==> src/inc/amc_pkg.sv <==
// Constants, encodings and types shared by the activity monitor register bank
package amc_pkg;

  // ---------------------------------------------------------------
  // Register selection
  // ---------------------------------------------------------------
  typedef enum logic [3:0] {
    AMC_REG_NONE,
    AMC_REG_CFG,
    AMC_REG_GCFG,
    AMC_REG_CLR0,
    AMC_REG_CLR1,
    AMC_REG_SET0,
    AMC_REG_SET1,
    AMC_REG_CTRL,
    AMC_REG_AUX3,
    AMC_REG_AUX2
  } amc_reg_t;

  // ---------------------------------------------------------------
  // System register key: {op0, op1, CRn, CRm, op2}
  // ---------------------------------------------------------------
  function automatic logic [15:0] amc_key(input logic [1:0] op0,
                                          input logic [2:0] op1,
                                          input logic [3:0] crn,
                                          input logic [3:0] crm,
                                          input logic [2:0] op2);
    amc_key = {op0, op1, crn, crm, op2};
  endfunction

  localparam logic [15:0] AMC_SR_CFG =
    amc_key(2'h3, 3'h3, 4'hF, 4'h2, 3'h1);
  localparam logic [15:0] AMC_SR_GCFG =
    amc_key(2'h3, 3'h3, 4'hF, 4'h2, 3'h2);
  localparam logic [15:0] AMC_SR_CLR0 =
    amc_key(2'h3, 3'h3, 4'hF, 4'h2, 3'h4);
  localparam logic [15:0] AMC_SR_CLR1 =
    amc_key(2'h3, 3'h3, 4'hF, 4'h3, 3'h0);
  localparam logic [15:0] AMC_SR_SET0 =
    amc_key(2'h3, 3'h3, 4'hF, 4'h2, 3'h5);
  localparam logic [15:0] AMC_SR_SET1 =
    amc_key(2'h3, 3'h3, 4'hF, 4'h3, 3'h1);
  localparam logic [15:0] AMC_SR_CTRL =
    amc_key(2'h3, 3'h3, 4'hF, 4'h2, 3'h0);
  localparam logic [15:0] AMC_SR_AUX3 =
    amc_key(2'h3, 3'h6, 4'h1, 4'h0, 3'h1);
  localparam logic [15:0] AMC_SR_AUX2 =
    amc_key(2'h3, 3'h4, 4'h1, 4'h0, 3'h1);

  // ---------------------------------------------------------------
  // External debug byte offsets
  // ---------------------------------------------------------------
  localparam logic [11:0] AMC_DBG_CFG = 12'hE00;
  localparam logic [11:0] AMC_DBG_GCFG = 12'hCE0;
  localparam logic [11:0] AMC_DBG_CLR0 = 12'hC20;
  localparam logic [11:0] AMC_DBG_CLR1 = 12'hC24;
  localparam logic [11:0] AMC_DBG_SET0 = 12'hC00;
  localparam logic [11:0] AMC_DBG_SET1 = 12'hC04;
  localparam logic [11:0] AMC_DBG_CTRL = 12'hE04;

  // ---------------------------------------------------------------
  // Field positions and constant field values
  // ---------------------------------------------------------------
  localparam int AMC_CFG_GROUPS_LSB = 28;
  localparam int AMC_CFG_HALT_BIT = 24;
  localparam int AMC_CFG_SIZE_LSB = 8;
  localparam int AMC_GCFG_AUX_LSB = 8;
  localparam int AMC_CTRL_HALT_BIT = 10;
  localparam int AMC_AUX_TRAP_BIT = 30;
  localparam logic [3:0] AMC_GROUPS_VAL = 4'h1;
  localparam logic AMC_HALT_SUPPORT = 1'b1;
  localparam logic [5:0] AMC_SIZE_VAL = 6'h3F;
  localparam logic [7:0] AMC_NCNT_VAL = 8'h06;
  localparam int AMC_AUX_MAX = 16;

  // ---------------------------------------------------------------
  // Reset values
  // ---------------------------------------------------------------
  localparam logic AMC_RST_EN = 1'b0;
  localparam logic AMC_RST_HALT = 1'b0;
  localparam logic AMC_RST_TRAP = 1'b0;
  localparam logic [31:0] AMC_RST_DATA = 32'h0000_0000;

endpackage

==> src/rtl/amc_trap_check.sv <==
// Trap decision for one system register access to the monitor registers
`timescale 1ns/1ps
module amc_trap_check
  import amc_pkg::*;
(
  input wire logic [1:0] el, // Exception level of the access
  input wire logic nonsecure, // Access is from the Non-secure state
  input wire logic monitor_reg, // Target is an activity monitor register
  input wire logic el3_trap, // Trap bit of el3_aux_control
  input wire logic el2_trap, // Trap bit of el2_aux_control
  output logic trap_el3, // Access is taken to EL3
  output logic trap_el2 // Access is taken to EL2
);

  // ---------------------------------------------------------------
  // Trap routing
  // ---------------------------------------------------------------
  logic hit_el3;
  logic hit_el2;

  always_comb begin
    hit_el3 = monitor_reg && el3_trap && (el != 2'h3);
    hit_el2 = monitor_reg && el2_trap && nonsecure &&
              (el < 2'h2);
    // The trap to EL2 is the lower target and is taken first
    trap_el2 = hit_el2;
    trap_el3 = hit_el3 && !hit_el2;
  end

endmodule

==> src/rtl/amc_regs.sv <==
// Activity monitor configuration and count enable register bank
//
// Behaviour
// - Group field reads groups minus one, 0x1
// - Halt-on-debug support bit always reads one
// - Counter size field reads all ones
// - Counter count field reads constant 0x06
// - Auxiliary group count field reads three
// - Architected group count field reads four
// - Architected clear bits read enables, one disables
// - Auxiliary clear bits read enables, one disables
// - Unimplemented enable bits read zero, ignore writes
// - Configuration registers readable from debug, read-only
// - Enable clear registers debug-visible, writes ignored
// - EL3 trap bit traps lower-level accesses
// - EL2 trap bit traps Non-secure EL1/EL0
// - Trap control sits at bit 30
// - Former enable bits in aux control read zero
// - Set bits read enables, one enables
// - Halt-on-debug stops counters while core halted
`timescale 1ns/1ps
module amc_regs
  import amc_pkg::*;
#(
  parameter int ARCH_CNT = 4, // Architected counters
  parameter int AUX_CNT = 3 // Auxiliary counters, 1 to AMC_AUX_MAX
)(
  input wire logic clk, // Core clock
  input wire logic reset_n, // Warm reset, active low
  input wire logic sr_valid, // System register access request
  input wire logic sr_write, // 1 write, 0 read
  input wire logic [1:0] sr_op0, // Encoding op0
  input wire logic [2:0] sr_op1, // Encoding op1
  input wire logic [3:0] sr_crn, // Encoding CRn
  input wire logic [3:0] sr_crm, // Encoding CRm
  input wire logic [2:0] sr_op2, // Encoding op2
  input wire logic [31:0] sr_wdata, // Write data
  input wire logic [1:0] sr_el, // Exception level of the access
  input wire logic sr_nonsecure, // Access from Non-secure state
  output logic sr_done, // One-cycle answer strobe
  output logic [31:0] sr_rdata, // Read data, zero unless read ok
  output logic sr_trap_el3, // Access trapped to EL3
  output logic sr_trap_el2, // Access trapped to EL2
  output logic sr_undef, // Unmapped or not permitted
  input wire logic dbg_valid, // Debug access request
  input wire logic dbg_write, // Debug write, always ignored
  input wire logic [11:0] dbg_addr, // Debug byte offset
  output logic dbg_done, // One-cycle answer strobe
  output logic [31:0] dbg_rdata, // Debug read data
  output logic dbg_err, // Unmapped debug offset
  input wire logic core_halted, // Core is halted in debug state
  output logic [ARCH_CNT+AUX_CNT-1:0] counter_run // Counter may count
);

  localparam int NCNT = ARCH_CNT + AUX_CNT;

  // ---------------------------------------------------------------
  // Decoding
  // ---------------------------------------------------------------
  function automatic amc_reg_t sr_decode(input logic [15:0] key);
    amc_reg_t sel;
    sel = AMC_REG_NONE;
    if (key == AMC_SR_CFG) begin
      sel = AMC_REG_CFG;
    end else if (key == AMC_SR_GCFG) begin
      sel = AMC_REG_GCFG;
    end else if (key == AMC_SR_CLR0) begin
      sel = AMC_REG_CLR0;
    end else if (key == AMC_SR_CLR1) begin
      sel = AMC_REG_CLR1;
    end else if (key == AMC_SR_SET0) begin
      sel = AMC_REG_SET0;
    end else if (key == AMC_SR_SET1) begin
      sel = AMC_REG_SET1;
    end else if (key == AMC_SR_CTRL) begin
      sel = AMC_REG_CTRL;
    end else if (key == AMC_SR_AUX3) begin
      sel = AMC_REG_AUX3;
    end else if (key == AMC_SR_AUX2) begin
      sel = AMC_REG_AUX2;
    end
    return sel;
  endfunction

  // Only monitor registers are visible to the debugger
  function automatic amc_reg_t dbg_decode(input logic [11:0] addr);
    amc_reg_t sel;
    sel = AMC_REG_NONE;
    if (addr == AMC_DBG_CFG) begin
      sel = AMC_REG_CFG;
    end else if (addr == AMC_DBG_GCFG) begin
      sel = AMC_REG_GCFG;
    end else if (addr == AMC_DBG_CLR0) begin
      sel = AMC_REG_CLR0;
    end else if (addr == AMC_DBG_CLR1) begin
      sel = AMC_REG_CLR1;
    end else if (addr == AMC_DBG_SET0) begin
      sel = AMC_REG_SET0;
    end else if (addr == AMC_DBG_SET1) begin
      sel = AMC_REG_SET1;
    end else if (addr == AMC_DBG_CTRL) begin
      sel = AMC_REG_CTRL;
    end
    return sel;
  endfunction

  // ---------------------------------------------------------------
  // State
  // ---------------------------------------------------------------
  logic [ARCH_CNT-1:0] arch_en;
  logic [AUX_CNT-1:0] aux_en;
  logic halt_on_debug;
  logic el3_trap_bit;
  logic el2_trap_bit;
  logic [ARCH_CNT-1:0] next_arch_en;
  logic [AUX_CNT-1:0] next_aux_en;
  logic next_halt_on_debug;
  logic next_el3_trap_bit;
  logic next_el2_trap_bit;

  // ---------------------------------------------------------------
  // Read view
  // ---------------------------------------------------------------
  function automatic logic [31:0] read_value(input amc_reg_t sel,
      input logic [ARCH_CNT-1:0] a_en, input logic [AUX_CNT-1:0] x_en,
      input logic halt, input logic t3, input logic t2);
    logic [31:0] v;
    v = AMC_RST_DATA;
    unique case (sel)
      AMC_REG_NONE: begin
        v = AMC_RST_DATA;
      end
      AMC_REG_CFG: begin
        v[AMC_CFG_GROUPS_LSB +: 4] = AMC_GROUPS_VAL;
        v[AMC_CFG_HALT_BIT] = AMC_HALT_SUPPORT;
        v[AMC_CFG_SIZE_LSB +: 6] = AMC_SIZE_VAL;
        v[7:0] = AMC_NCNT_VAL;
      end
      AMC_REG_GCFG: begin
        v[AMC_GCFG_AUX_LSB +: 8] = 8'(AUX_CNT);
        v[7:0] = 8'(ARCH_CNT);
      end
      AMC_REG_CLR0, AMC_REG_SET0: begin
        // Upper bits stay zero
        v[ARCH_CNT-1:0] = a_en;
      end
      AMC_REG_CLR1, AMC_REG_SET1: begin
        v[AUX_CNT-1:0] = x_en;
      end
      AMC_REG_CTRL: begin
        v[AMC_CTRL_HALT_BIT] = halt;
      end
      AMC_REG_AUX3: begin
        // Every other bit, old enable bits included, reads zero
        v[AMC_AUX_TRAP_BIT] = t3;
      end
      AMC_REG_AUX2: begin
        v[AMC_AUX_TRAP_BIT] = t2;
      end
    endcase
    return v;
  endfunction

  // ---------------------------------------------------------------
  // System register access qualification
  // ---------------------------------------------------------------
  amc_reg_t sr_sel;
  logic sr_monitor;
  logic sr_no_perm;
  logic trap3;
  logic trap2;
  logic sr_ok;

  always_comb begin
    sr_sel = sr_decode(amc_key(sr_op0, sr_op1, sr_crn, sr_crm, sr_op2));
    sr_monitor = (sr_sel != AMC_REG_NONE) &&
                 (sr_sel != AMC_REG_AUX3) && (sr_sel != AMC_REG_AUX2);
    // Aux control registers belong to their own level and above
    sr_no_perm = (sr_sel == AMC_REG_NONE) ||
                 ((sr_sel == AMC_REG_AUX3) && (sr_el != 2'h3)) ||
                 ((sr_sel == AMC_REG_AUX2) && (sr_el < 2'h2));
    sr_ok = sr_valid && !sr_no_perm && !trap3 && !trap2;
  end

  amc_trap_check u_trap (
    .el(sr_el),
    .nonsecure(sr_nonsecure),
    .monitor_reg(sr_monitor),
    .el3_trap(el3_trap_bit),
    .el2_trap(el2_trap_bit),
    .trap_el3(trap3),
    .trap_el2(trap2)
  );

  // ---------------------------------------------------------------
  // Control state
  // ---------------------------------------------------------------
  always_comb begin
    next_arch_en = arch_en;
    next_aux_en = aux_en;
    next_halt_on_debug = halt_on_debug;
    next_el3_trap_bit = el3_trap_bit;
    next_el2_trap_bit = el2_trap_bit;
    // Debug writes never reach here
    if (sr_ok && sr_write) begin
      unique case (sr_sel)
        AMC_REG_CLR0: begin
          next_arch_en = arch_en & ~sr_wdata[ARCH_CNT-1:0];
        end
        AMC_REG_CLR1: begin
          next_aux_en = aux_en & ~sr_wdata[AUX_CNT-1:0];
        end
        AMC_REG_SET0: begin
          next_arch_en = arch_en | sr_wdata[ARCH_CNT-1:0];
        end
        AMC_REG_SET1: begin
          next_aux_en = aux_en | sr_wdata[AUX_CNT-1:0];
        end
        AMC_REG_CTRL: begin
          next_halt_on_debug = sr_wdata[AMC_CTRL_HALT_BIT];
        end
        AMC_REG_AUX3: begin
          next_el3_trap_bit = sr_wdata[AMC_AUX_TRAP_BIT];
        end
        AMC_REG_AUX2: begin
          next_el2_trap_bit = sr_wdata[AMC_AUX_TRAP_BIT];
        end
        AMC_REG_NONE, AMC_REG_CFG, AMC_REG_GCFG: begin
          // Identification registers ignore writes
          next_arch_en = arch_en;
        end
      endcase
    end
  end

  always_ff @(posedge clk or negedge reset_n) begin
    if (!reset_n) begin
      arch_en <= {ARCH_CNT{AMC_RST_EN}};
      aux_en <= {AUX_CNT{AMC_RST_EN}};
      halt_on_debug <= AMC_RST_HALT;
      el3_trap_bit <= AMC_RST_TRAP;
      el2_trap_bit <= AMC_RST_TRAP;
    end else begin
      arch_en <= next_arch_en;
      aux_en <= next_aux_en;
      halt_on_debug <= next_halt_on_debug;
      el3_trap_bit <= next_el3_trap_bit;
      el2_trap_bit <= next_el2_trap_bit;
    end
  end

  // ---------------------------------------------------------------
  // Counter run enables
  // ---------------------------------------------------------------
  logic [NCNT-1:0] next_counter_run;

  always_comb begin
    next_counter_run = {aux_en, arch_en};
    if (halt_on_debug && core_halted) begin
      next_counter_run = '0;
    end
  end

  always_ff @(posedge clk or negedge reset_n) begin
    if (!reset_n) begin
      counter_run <= '0;
    end else begin
      counter_run <= next_counter_run;
    end
  end

  // ---------------------------------------------------------------
  // System register answer
  // ---------------------------------------------------------------
  logic next_sr_done;
  logic [31:0] next_sr_rdata;
  logic next_sr_trap_el3;
  logic next_sr_trap_el2;
  logic next_sr_undef;

  always_comb begin
    next_sr_done = sr_valid;
    next_sr_rdata = sr_rdata;
    next_sr_trap_el3 = sr_trap_el3;
    next_sr_trap_el2 = sr_trap_el2;
    next_sr_undef = sr_undef;
    if (sr_valid) begin
      // A refused or write access returns zero data
      next_sr_rdata = AMC_RST_DATA;
      if (sr_ok && !sr_write) begin
        next_sr_rdata = read_value(sr_sel, arch_en, aux_en,
                                   halt_on_debug, el3_trap_bit,
                                   el2_trap_bit);
      end
      next_sr_trap_el3 = !sr_no_perm && trap3;
      next_sr_trap_el2 = !sr_no_perm && trap2;
      next_sr_undef = sr_no_perm;
    end
  end

  always_ff @(posedge clk or negedge reset_n) begin
    if (!reset_n) begin
      sr_done <= 1'b0;
      sr_rdata <= AMC_RST_DATA;
      sr_trap_el3 <= 1'b0;
      sr_trap_el2 <= 1'b0;
      sr_undef <= 1'b0;
    end else begin
      sr_done <= next_sr_done;
      sr_rdata <= next_sr_rdata;
      sr_trap_el3 <= next_sr_trap_el3;
      sr_trap_el2 <= next_sr_trap_el2;
      sr_undef <= next_sr_undef;
    end
  end

  // ---------------------------------------------------------------
  // Debug answer
  // ---------------------------------------------------------------
  amc_reg_t dbg_sel;
  logic next_dbg_done;
  logic [31:0] next_dbg_rdata;
  logic next_dbg_err;

  always_comb begin
    dbg_sel = dbg_decode(dbg_addr);
    next_dbg_done = dbg_valid;
    next_dbg_rdata = dbg_rdata;
    next_dbg_err = dbg_err;
    if (dbg_valid) begin
      // Writes complete normally but change nothing
      next_dbg_rdata = AMC_RST_DATA;
      if (!dbg_write) begin
        next_dbg_rdata = read_value(dbg_sel, arch_en, aux_en,
                                    halt_on_debug, el3_trap_bit,
                                    el2_trap_bit);
      end
      next_dbg_err = (dbg_sel == AMC_REG_NONE);
    end
  end

  always_ff @(posedge clk or negedge reset_n) begin
    if (!reset_n) begin
      dbg_done <= 1'b0;
      dbg_rdata <= AMC_RST_DATA;
      dbg_err <= 1'b0;
    end else begin
      dbg_done <= next_dbg_done;
      dbg_rdata <= next_dbg_rdata;
      dbg_err <= next_dbg_err;
    end
  end

endmodule

==> config.mk <==
export PLATFORM = sky130hd
export DESIGN_NAME = amc_regs
export DESIGN_NICKNAME = d
export VERILOG_FILES = /design/src/inc/amc_pkg.sv /design/src/rtl/amc_trap_check.sv /design/src/rtl/amc_regs.sv
export SDC_FILE = /design/constraint.sdc
export NUM_CORES = 1
export LEC_CHECK = 0
export CORE_AREA = 2 2 66 68
export CTS_CLUSTER_DIAMETER = 80
export DETAILED_ROUTE_END_ITERATION = 8
export DIE_AREA = 0 0 68 70
export DONT_BUFFER_PORTS = 1
export GPL_TIMING_DRIVEN = 0
export PLACE_DENSITY = 0.81
export SLEW_MARGIN = 20
export SYNTH_ARGS = -nofsm -noshare
export SYNTH_HDL_FRONTEND = slang
export SYNTH_SLANG_ARGS = --single-unit
==> constraint.sdc <==
create_clock -name clk -period 2.35 [get_ports clk]
set_clock_uncertainty 0.1 [all_clocks]
set_input_delay 0.3525 -clock clk [delete_from_list [all_inputs] [get_ports clk]]
set_output_delay 0.3525 -clock clk [all_outputs]
set_load 0.05 [all_outputs]
==> run metrics, run 1 <==
largest net degree at the start of global routing 39; number of synthesized register bits 38; Netlist cell types 49; PD cells 546 nW/um^2; Synth Warn # 0; fin cells 349; Lkg Pwr 1.34 nW; GPL Wtd Cong 0.786; NumNets Final 366; CTS tree built; post-synth top area share 40.1%; Crit. Startpoint el3_trap_bit; H-tree Lvls 2; clk root buf clkbuf_8; CTS Hold Buffers Added 4; internal reg-to-reg setup slack 0.37 ns; RR Startpoint el3_trap_bit; mean post-synth cell area 9.60 sq um; initial antenna violation count 0; vias in the first global route 1783; Die W 68 microns; setup bufs post-CTS 0; Num CTS Buffers 5; top post-synthesis cells by count buf_4 (49), dfrtp_1 (38), nand2_1 (15); core area 4140 sq um; Final Hold Viols 0; # clock sinks 38; Hold Crit Endpoint sr_undef; Via Count 1797; dpl ws 0.0627 ns; Synth Instances 247; TNS Setup 0 ns; initial drt markers 58; Mapped Area 2370 sq um; HPWL Detailed 3920 microns; most frequent cell after synthesis buf_4; max-slew violation total from the final report 0; Largest stage delay, worst path 0.41 ns; Synth area leader dfrtp_1; Peak Freq 0.505 GHz; PortBufs 0; cells along the critical path a21bo_2, o211ai_1, o22a_1, buf_2, nor4_2, mux2_1; Starting Density 57.2%; placed insts 337; I/O pins 147; crit path time final 1.98 ns; Die Height 70 microns; first drt pass iteration count 4; R2R cell count 6; Top FF cell, synth dfrtp_1; Hold Crit Class in -> reg; global route overflow 0; number of synthesized flops with an enable pin 0; hold path depth 1; Max Root-Sink Buffers 2; max cap viols 0; post-CTS resize count 0; largest cells by area after synthesis dfrtp_1 (40%), buf_4 (16%), mux2_2 (4.7%); Hold Startpoint sr_valid; Worst Max-Slew Pin Slew 0.619 ns; number of fillers in the final layout 343; DIE AREA 4760 sq um; slowest CP cell dfrtp_1; Seq/Total Area, Yosys 40.1%; first-pass GRT wire length 8230 microns; residual DRC count 0; Clock transition at path regs 0.08 ns; latest clock arrival within the worst-skew pair 0.30 ns; status finished, final reports clean; async set or reset register ratio after synthesis 100%; ANT nets after route 0; worst r2r dst halt_on_debug; synthesis-to-layout area growth 15.5%; final setup vio count 0; Wirelength per Cell 14.6 microns; PnR worst setup slack 0.371 ns; worst IR drop on VDD 0.221 mV; unrepaired setup endpoints after global routing no; CP Launch Type flip-flop; relative slew slack 58.7%; Setup CP Type reg -> reg; fin crit share 84.2%; crit path max fanout 9; share of layout cells above drive strength 1 27.3%; All-Layer GR Usage 22.6%; Vias/cell 5.15; Row Count 24; diode count 0; arrival time of the worst setup path 2.06 ns; CP required 2.43 ns; Post-Route WL 5100 microns; CP endpoint kind flip-flop
## placed cells by master (no fill, tap or decap), types with 6 or more instances in the layout
| cell | n |
|---|---|
| a21oi_1 | 7 |
| and2_1 | 8 |
| buf_4 | 49 |
| clkbuf_1 | 6 |
| conb_1 | 39 |
| dfrtp_1 | 38 |
| inv_1 | 12 |
| mux2_2 | 10 |
| mux2i_1 | 6 |
| nand2_1 | 15 |
| nor2_1 | 9 |
| nor3_1 | 11 |
| o21ai_0 | 9 |
## kinds of logic after synthesis
| kind of cell | Yosys count | share of synthesized area (%) |
|---|---|---|
| other cells | 1 | 0.158 |
| compound gates | 35 | 10.0 |
| mux | 18 | 8.23 |
| xor+xnor | 2 | 0.739 |
| flops | 38 | 40.1 |
| simple gates | 81 | 21.3 |
| buf+inv | 72 | 19.4 |
## area by class of cell
class                   count  area, sq um  area share [%]
well taps                  52         65.1            2.38
clock buffers               5         68.8            2.51
repair buffers              4         50.0            1.83
inverters                  12         45.0            1.65
flip-flops and latches     38          951            34.7
multi-input cells         175         1100            40.3
clock inverters             3         40.0            1.46
plain buffers              60          415            15.2
## layer usage
layer | part of all wire (%) | track usage [%] | vias up
li1 | - | - | 866
met1 | 39 | 26.6 | 822
met2 | 49 | 38.9 | 99
met3 | 9.0 | 4.83 | 10
met4 | 2.2 | 9.11 | 0
met5 | 0 | 0 | -
## how the worst max path moves through the flow
| stage | end | slack [ns] |
|---|---|---|
| detailed placement | halt_on_debug | 0.06 |
| global placement | halt_on_debug | 0.12 |
| CTS | halt_on_debug | 0.37 |
| global route | flip-flop | 0.27 |
| finish | halt_on_debug | 0.37 |
| floorplan | halt_on_debug | 0.31 |
## worst max-delay path, delay by kind of cell (launching register included)
family                 cells  cell delay, ns
AOI/OAI and AO/OA          3            0.53
muxes                      1            0.36
DFF                        1            0.41
and+or+nand+nor            1            0.29
buffers and inverters      1            0.18
## stage by stage
step,total power [mW],cell area (sq um),util (%),hold WS [ns]
after detailed placement,0.936,2580,62.2,-0.0418
after floorplan,0.925,2510,-,-0.0431
after CTS,1.50,2740,66.1,0.0474
after global routing,1.55,2740,66.1,0.0596
after global placement,0.934,2580,62.2,-0.0417
final,1.50,2740,66.1,0.0520
## power breakdown
group | leakage [nW] | switching (mW) | internal, mW | total, mW
Combinational | 0.760 | 0.194 | 0.0782 | 0.272
Sequential | 0.520 | 0.0174 | 0.657 | 0.675
Clock | 0.0579 | 0.236 | 0.312 | 0.549
(Power assumes the default switching activity.)
==> inputs of run 2 (changes only) <==
==> constraint.sdc (replaced) <==
create_clock -name clk -period 1.9 [get_ports clk]
set_clock_uncertainty 0.1 [all_clocks]
set_input_delay 0.285 -clock clk [delete_from_list [all_inputs] [get_ports clk]]
set_output_delay 0.285 -clock clk [all_outputs]
set_load 0.05 [all_outputs]
==> run 2 against run 1 <==
Net effect: first-iteration DRC count rose by 59%; clock power rose by 6.7%; final area rose by 3.2%; via count fell by 1.8%; wire length rose by 2.4%; flip-flop and latch count did not move; critical path type unchanged.
==> run metrics, run 2 (synthesis results as in run 1) <==
Starting Density 57.2%; I/O pins 147; met2 WL 2700 microns; max-slew violation total from the final report 0; Row Count 24; H-tree Lvls 2; slowest CP cell dfrtp_1; M1 wire length 1950 microns; Die Height 70 microns; placed insts 337; leading cell types in the layout, fill and taps excluded buf_4 (52), conb_1 (39), dfrtp_1 (38); crit path max fanout 9; Setup CP Type reg -> reg; arrival time of the worst setup path 1.97 ns; Vias/cell 4.98; CP top delay family compound AO/OA/AOI/OAI gates; worst IR drop on VDD 0.411 mV; cells along the critical path a21bo_2, o211ai_1, o22a_1, buf_6, nor3_1, mux2_2; first-pass GRT wire length 8040 microns; DR top layer met4; CP endpoint kind flip-flop; ANT nets after route 0; largest net degree at the start of global routing 39; global route overflow 0; CP required 1.99 ns; initial antenna violation count 0; Hold Crit Class in -> reg; Die W 68 microns; CTS tree built; HPWL Detailed 3850 microns; # clock sinks 38; DIE AREA 4760 sq um; max cap viols 0; first drt pass iteration count 4; Pwr Total 1.76 mW; PD cells 624 nW/um^2; Clock transition at path regs 0.08 ns; Worst Max-Slew Pin Slew 0.586 ns; CP Launch Type flip-flop; Num CTS Buffers 5; Max Root-Sink Buffers 2; share of layout cells above drive strength 1 30.8%; diode count 0; GPL Wtd Cong 0.826; Largest stage delay, worst path 0.41 ns; routed length on met3 528 microns; Via Count 1764; Post-Route WL 5220 microns; residual DRC count 0; Wirelength per Cell 14.7 microns; final setup vio count 0; synthesis-to-layout area growth 19.2%; crit path time final 1.88 ns; initial drt markers 92; PortBufs 0; status finished, final reports clean; Final Hold Viols 0; NumNets Final 371; latest clock arrival within the worst-skew pair 0.30 ns; core area 4140 sq um; Lkg Pwr 1.37 nW; most common cell after layout, fill and taps aside buf_4; fin cells 354; fin crit share 98.7%; Core Util, Final 68.2%; vias in the first global route 1734; Buf/Inv on CP 1; relative slew slack 60.9%; Peak Freq 0.533 GHz; All-Layer GR Usage 22.3%; clk root buf clkbuf_8
[run 2: what timing repair did]
| action | in CTS | in global routing |
|---|---|---|
| hold endpoints to repair | 44 | 0 |
| resized for setup | 0 | 5 |
| setup endpoints to repair | 0 | 7 |
| hold buffers | 6 | 0 |
| buffers inserted | 0 | 3 |
[run 2: final timing paths]
kind	startpoint	to	slack (ns)	cells after the start
setup reg to reg	el3_trap_bit	flip-flop	0.02	6
max in group asynchronous	reset_n	asynchronous set/reset pin	1.16	2
setup / recovery	el3_trap_bit	flip-flop	0.02	6
hold reg to reg	el2_trap_bit	el2_trap_bit	0.46	1
hold / removal	sr_wdata[10]	halt_on_debug	0.02	1
min in group asynchronous	reset_n	counter_run[2]	0.34	2
[run 2: layer usage]
| layer | GRT usage [%] | vias to the layer above |
|---|---|---|
| li1 | - | 877 |
| met1 | 25.3 | 801 |
| met2 | 38.8 | 81 |
| met3 | 7.57 | 5 |
| met4 | 6.22 | 0 |
| met5 | 0 | - |
[run 2: layout make-up]
class,instances,area [sq um]
fillers,349,1320
well taps,52,65.1
clock buffers,6,82.6
inverters,12,45.0
repair buffers,9,92.6
plain buffers,60,422
flip-flops and latches,38,951
multi-input cells,175,1150
clock inverters,2,12.5
[run 2: power breakdown]
group          switching, mW  internal, mW
registers             0.0214         0.813
logic                  0.243        0.0998
clock network          0.295         0.292
[run 2: through the flow]
stage | hold WS (ns) | TNS (ns) | worst slack, ns | instance area [sq um]
floorplan | -0.111 | -0.0828 | -0.0249 | 2540
global placement | -0.110 | -2.00 | -0.229 | 2610
detailed placement | -0.110 | -2.35 | -0.242 | 2610
CTS | 0.0141 | 0 | 0.0278 | 2780
global route | 0.00961 | -0.0122 | -0.00860 | 2830
finish | 0.0186 | 0 | 0.0247 | 2830
==> inputs of run 3 (changes only) <==
--- a/config.mk
+++ b/config.mk
@@ -12,6 +12,7 @@
 export DONT_BUFFER_PORTS = 1
 export GPL_TIMING_DRIVEN = 0
 export PLACE_DENSITY = 0.81
+export REMOVE_ABC_BUFFERS = 1
 export SLEW_MARGIN = 20
 export SYNTH_ARGS = -nofsm -noshare
 export SYNTH_HDL_FRONTEND = slang
==> run 3 against run 2 <==
Net effect: via count is 7.5% lower; power is 5.8% lower; die area stayed put; first-iteration DRC count is 7.6% higher; critical path depth is 1 lower; flip-flop and latch count stayed put; sequential power hardly changed; wire length is 3.5% lower; final cell count is 17% lower; combinational power is 25% lower.
==> run metrics, run 3 (synthesis results as in run 1) <==
Die Height 70 microns; Final Hold Viols 0; TNS Setup 0 ns; Die W 68 microns; residual DRC count 0; PD cells 703 nW/um^2; I/O pins 147; global route overflow 0; relative slew slack 39.6%; DIE AREA 4760 sq um; first-pass GRT wire length 7590 microns; Via Count 1632; leading cell types in the layout, fill and taps excluded conb_1 (39), dfrtp_1 (36), nand2_1 (15); GPL Wtd Cong 0.819; PnR worst setup slack 0.0397 ns; NumNets Final 310; Post-Route WL 5030 microns; share of layout cells above drive strength 1 13.7%; max-slew violation total from the final report 0; crit path time final 1.86 ns; largest net degree at the start of global routing 39; Lkg Pwr 1.06 nW; Setup CP Type reg -> reg; CP top delay family compound AO/OA/AOI/OAI gates; dpl ws -0.640 ns; Buf/Inv on CP 0; area of the multi-input gates 1120 sq um; H-tree Lvls 2; ANT nets after route 0; initial antenna violation count 0; number of fillers in the final layout 386; Num CTS Buffers 5; PortBufs 0; worst IR drop on VDD 0.429 mV; core area 4140 sq um; fin cells 293; Row Count 24; initial drt markers 99; placed insts 278; max cap viols 0; final instance area 2360 sq um; Wirelength per Cell 17.2 microns; crit path max fanout 9; Hold Slack 0.0151 ns; Hold Crit Class in -> reg; CP Launch Type flip-flop; Max Root-Sink Buffers 2; unrepaired setup endpoints after global routing yes; Worst Max-Slew Pin Slew 0.906 ns; Starting Density 57.2%; vias in the first global route 1635; diode count 0; # clock sinks 38; HPWL Detailed 3610 microns; status finished, final reports clean; Peak Freq 0.538 GHz; area occupied by registers 958 sq um; first drt pass iteration count 4; Vias/cell 5.57; latest clock arrival within the worst-skew pair 0.29 ns; synthesis-to-layout area growth -0.369%; All-Layer GR Usage 21.3%; most common cell after layout, fill and taps aside conb_1; final setup vio count 0; Placed Area 2170 sq um; Largest stage delay, worst path 0.41 ns; cells along the critical path a21bo_2, o211ai_1, o22a_2, nor3_1, mux2_1; fin crit share 97.9%; slowest CP cell dfrtp_1; clk root buf clkbuf_8; CTS tree built; Clock transition at path regs 0.07 ns; CP required 1.97 ns; CP endpoint kind flip-flop; arrival time of the worst setup path 1.93 ns
-- run 3: metal layers --
layer | global-route usage [%] | share of wire (%)
met4 | 7.56 | 1.6
met5 | 0 | 0
met2 | 36.2 | 53
met3 | 6.92 | 9.9
met1 | 24.5 | 36
-- run 3: final cells by class --
class	count	area share, %
multi-input combinational	175	47.6
sequential	38	40.6
clock buffer	7	3.65
clock inverter	1	0.212
inverter	12	1.91
tap	52	2.75
timing repair buffer	8	3.34
-- run 3: worst paths after layout --
check,from,to,slack (ns),cells after the start
worst min-delay path,dbg_addr[9],dbg_rdata[0],0.02,1
min in group asynchronous,reset_n,dbg_done,0.36,2
worst max-delay path,el3_trap_bit,flip-flop,0.04,5
worst max register to register,el3_trap_bit,flip-flop,0.04,5
worst min register to register,el2_trap_bit,el2_trap_bit,0.46,1
max in group asynchronous,reset_n,sr_rdata[28],1.13,2
-- run 3: power breakdown --
group	internal, mW	total (mW)	switching [mW]	leakage [nW]
clock network	0.293	0.571	0.279	0.0482
registers	0.813	0.835	0.0217	0.516
logic	0.0398	0.256	0.216	0.493
-- run 3: per-stage QoR --
step           utilization (%)  power, mW
6_report                  57.0       1.66
5_1_grt                   57.0       1.73
4_1_cts                   56.5       1.68
3_5_place_dp              52.4       1.07
3_3_place_gp              52.2       1.07
2_1_floorplan                -       1.06
-- run 3: worst register-to-register path, delay by kind of cell, from the launching register on --
family	cells	cell delay (ns)
muxes	1	0.35
DFF	1	0.41
AOI/OAI and AO/OA	3	0.63
and+or+nand+nor	1	0.25
-- run 3: repair_timing --
action                                  CTS  global route
pin swaps                                 1             2
hold endpoints to repair                 49             0
gates resized for setup                   1             3
endpoints found under the setup margin   11             8
setup buffers                             2             0
hold buffers                              5             0
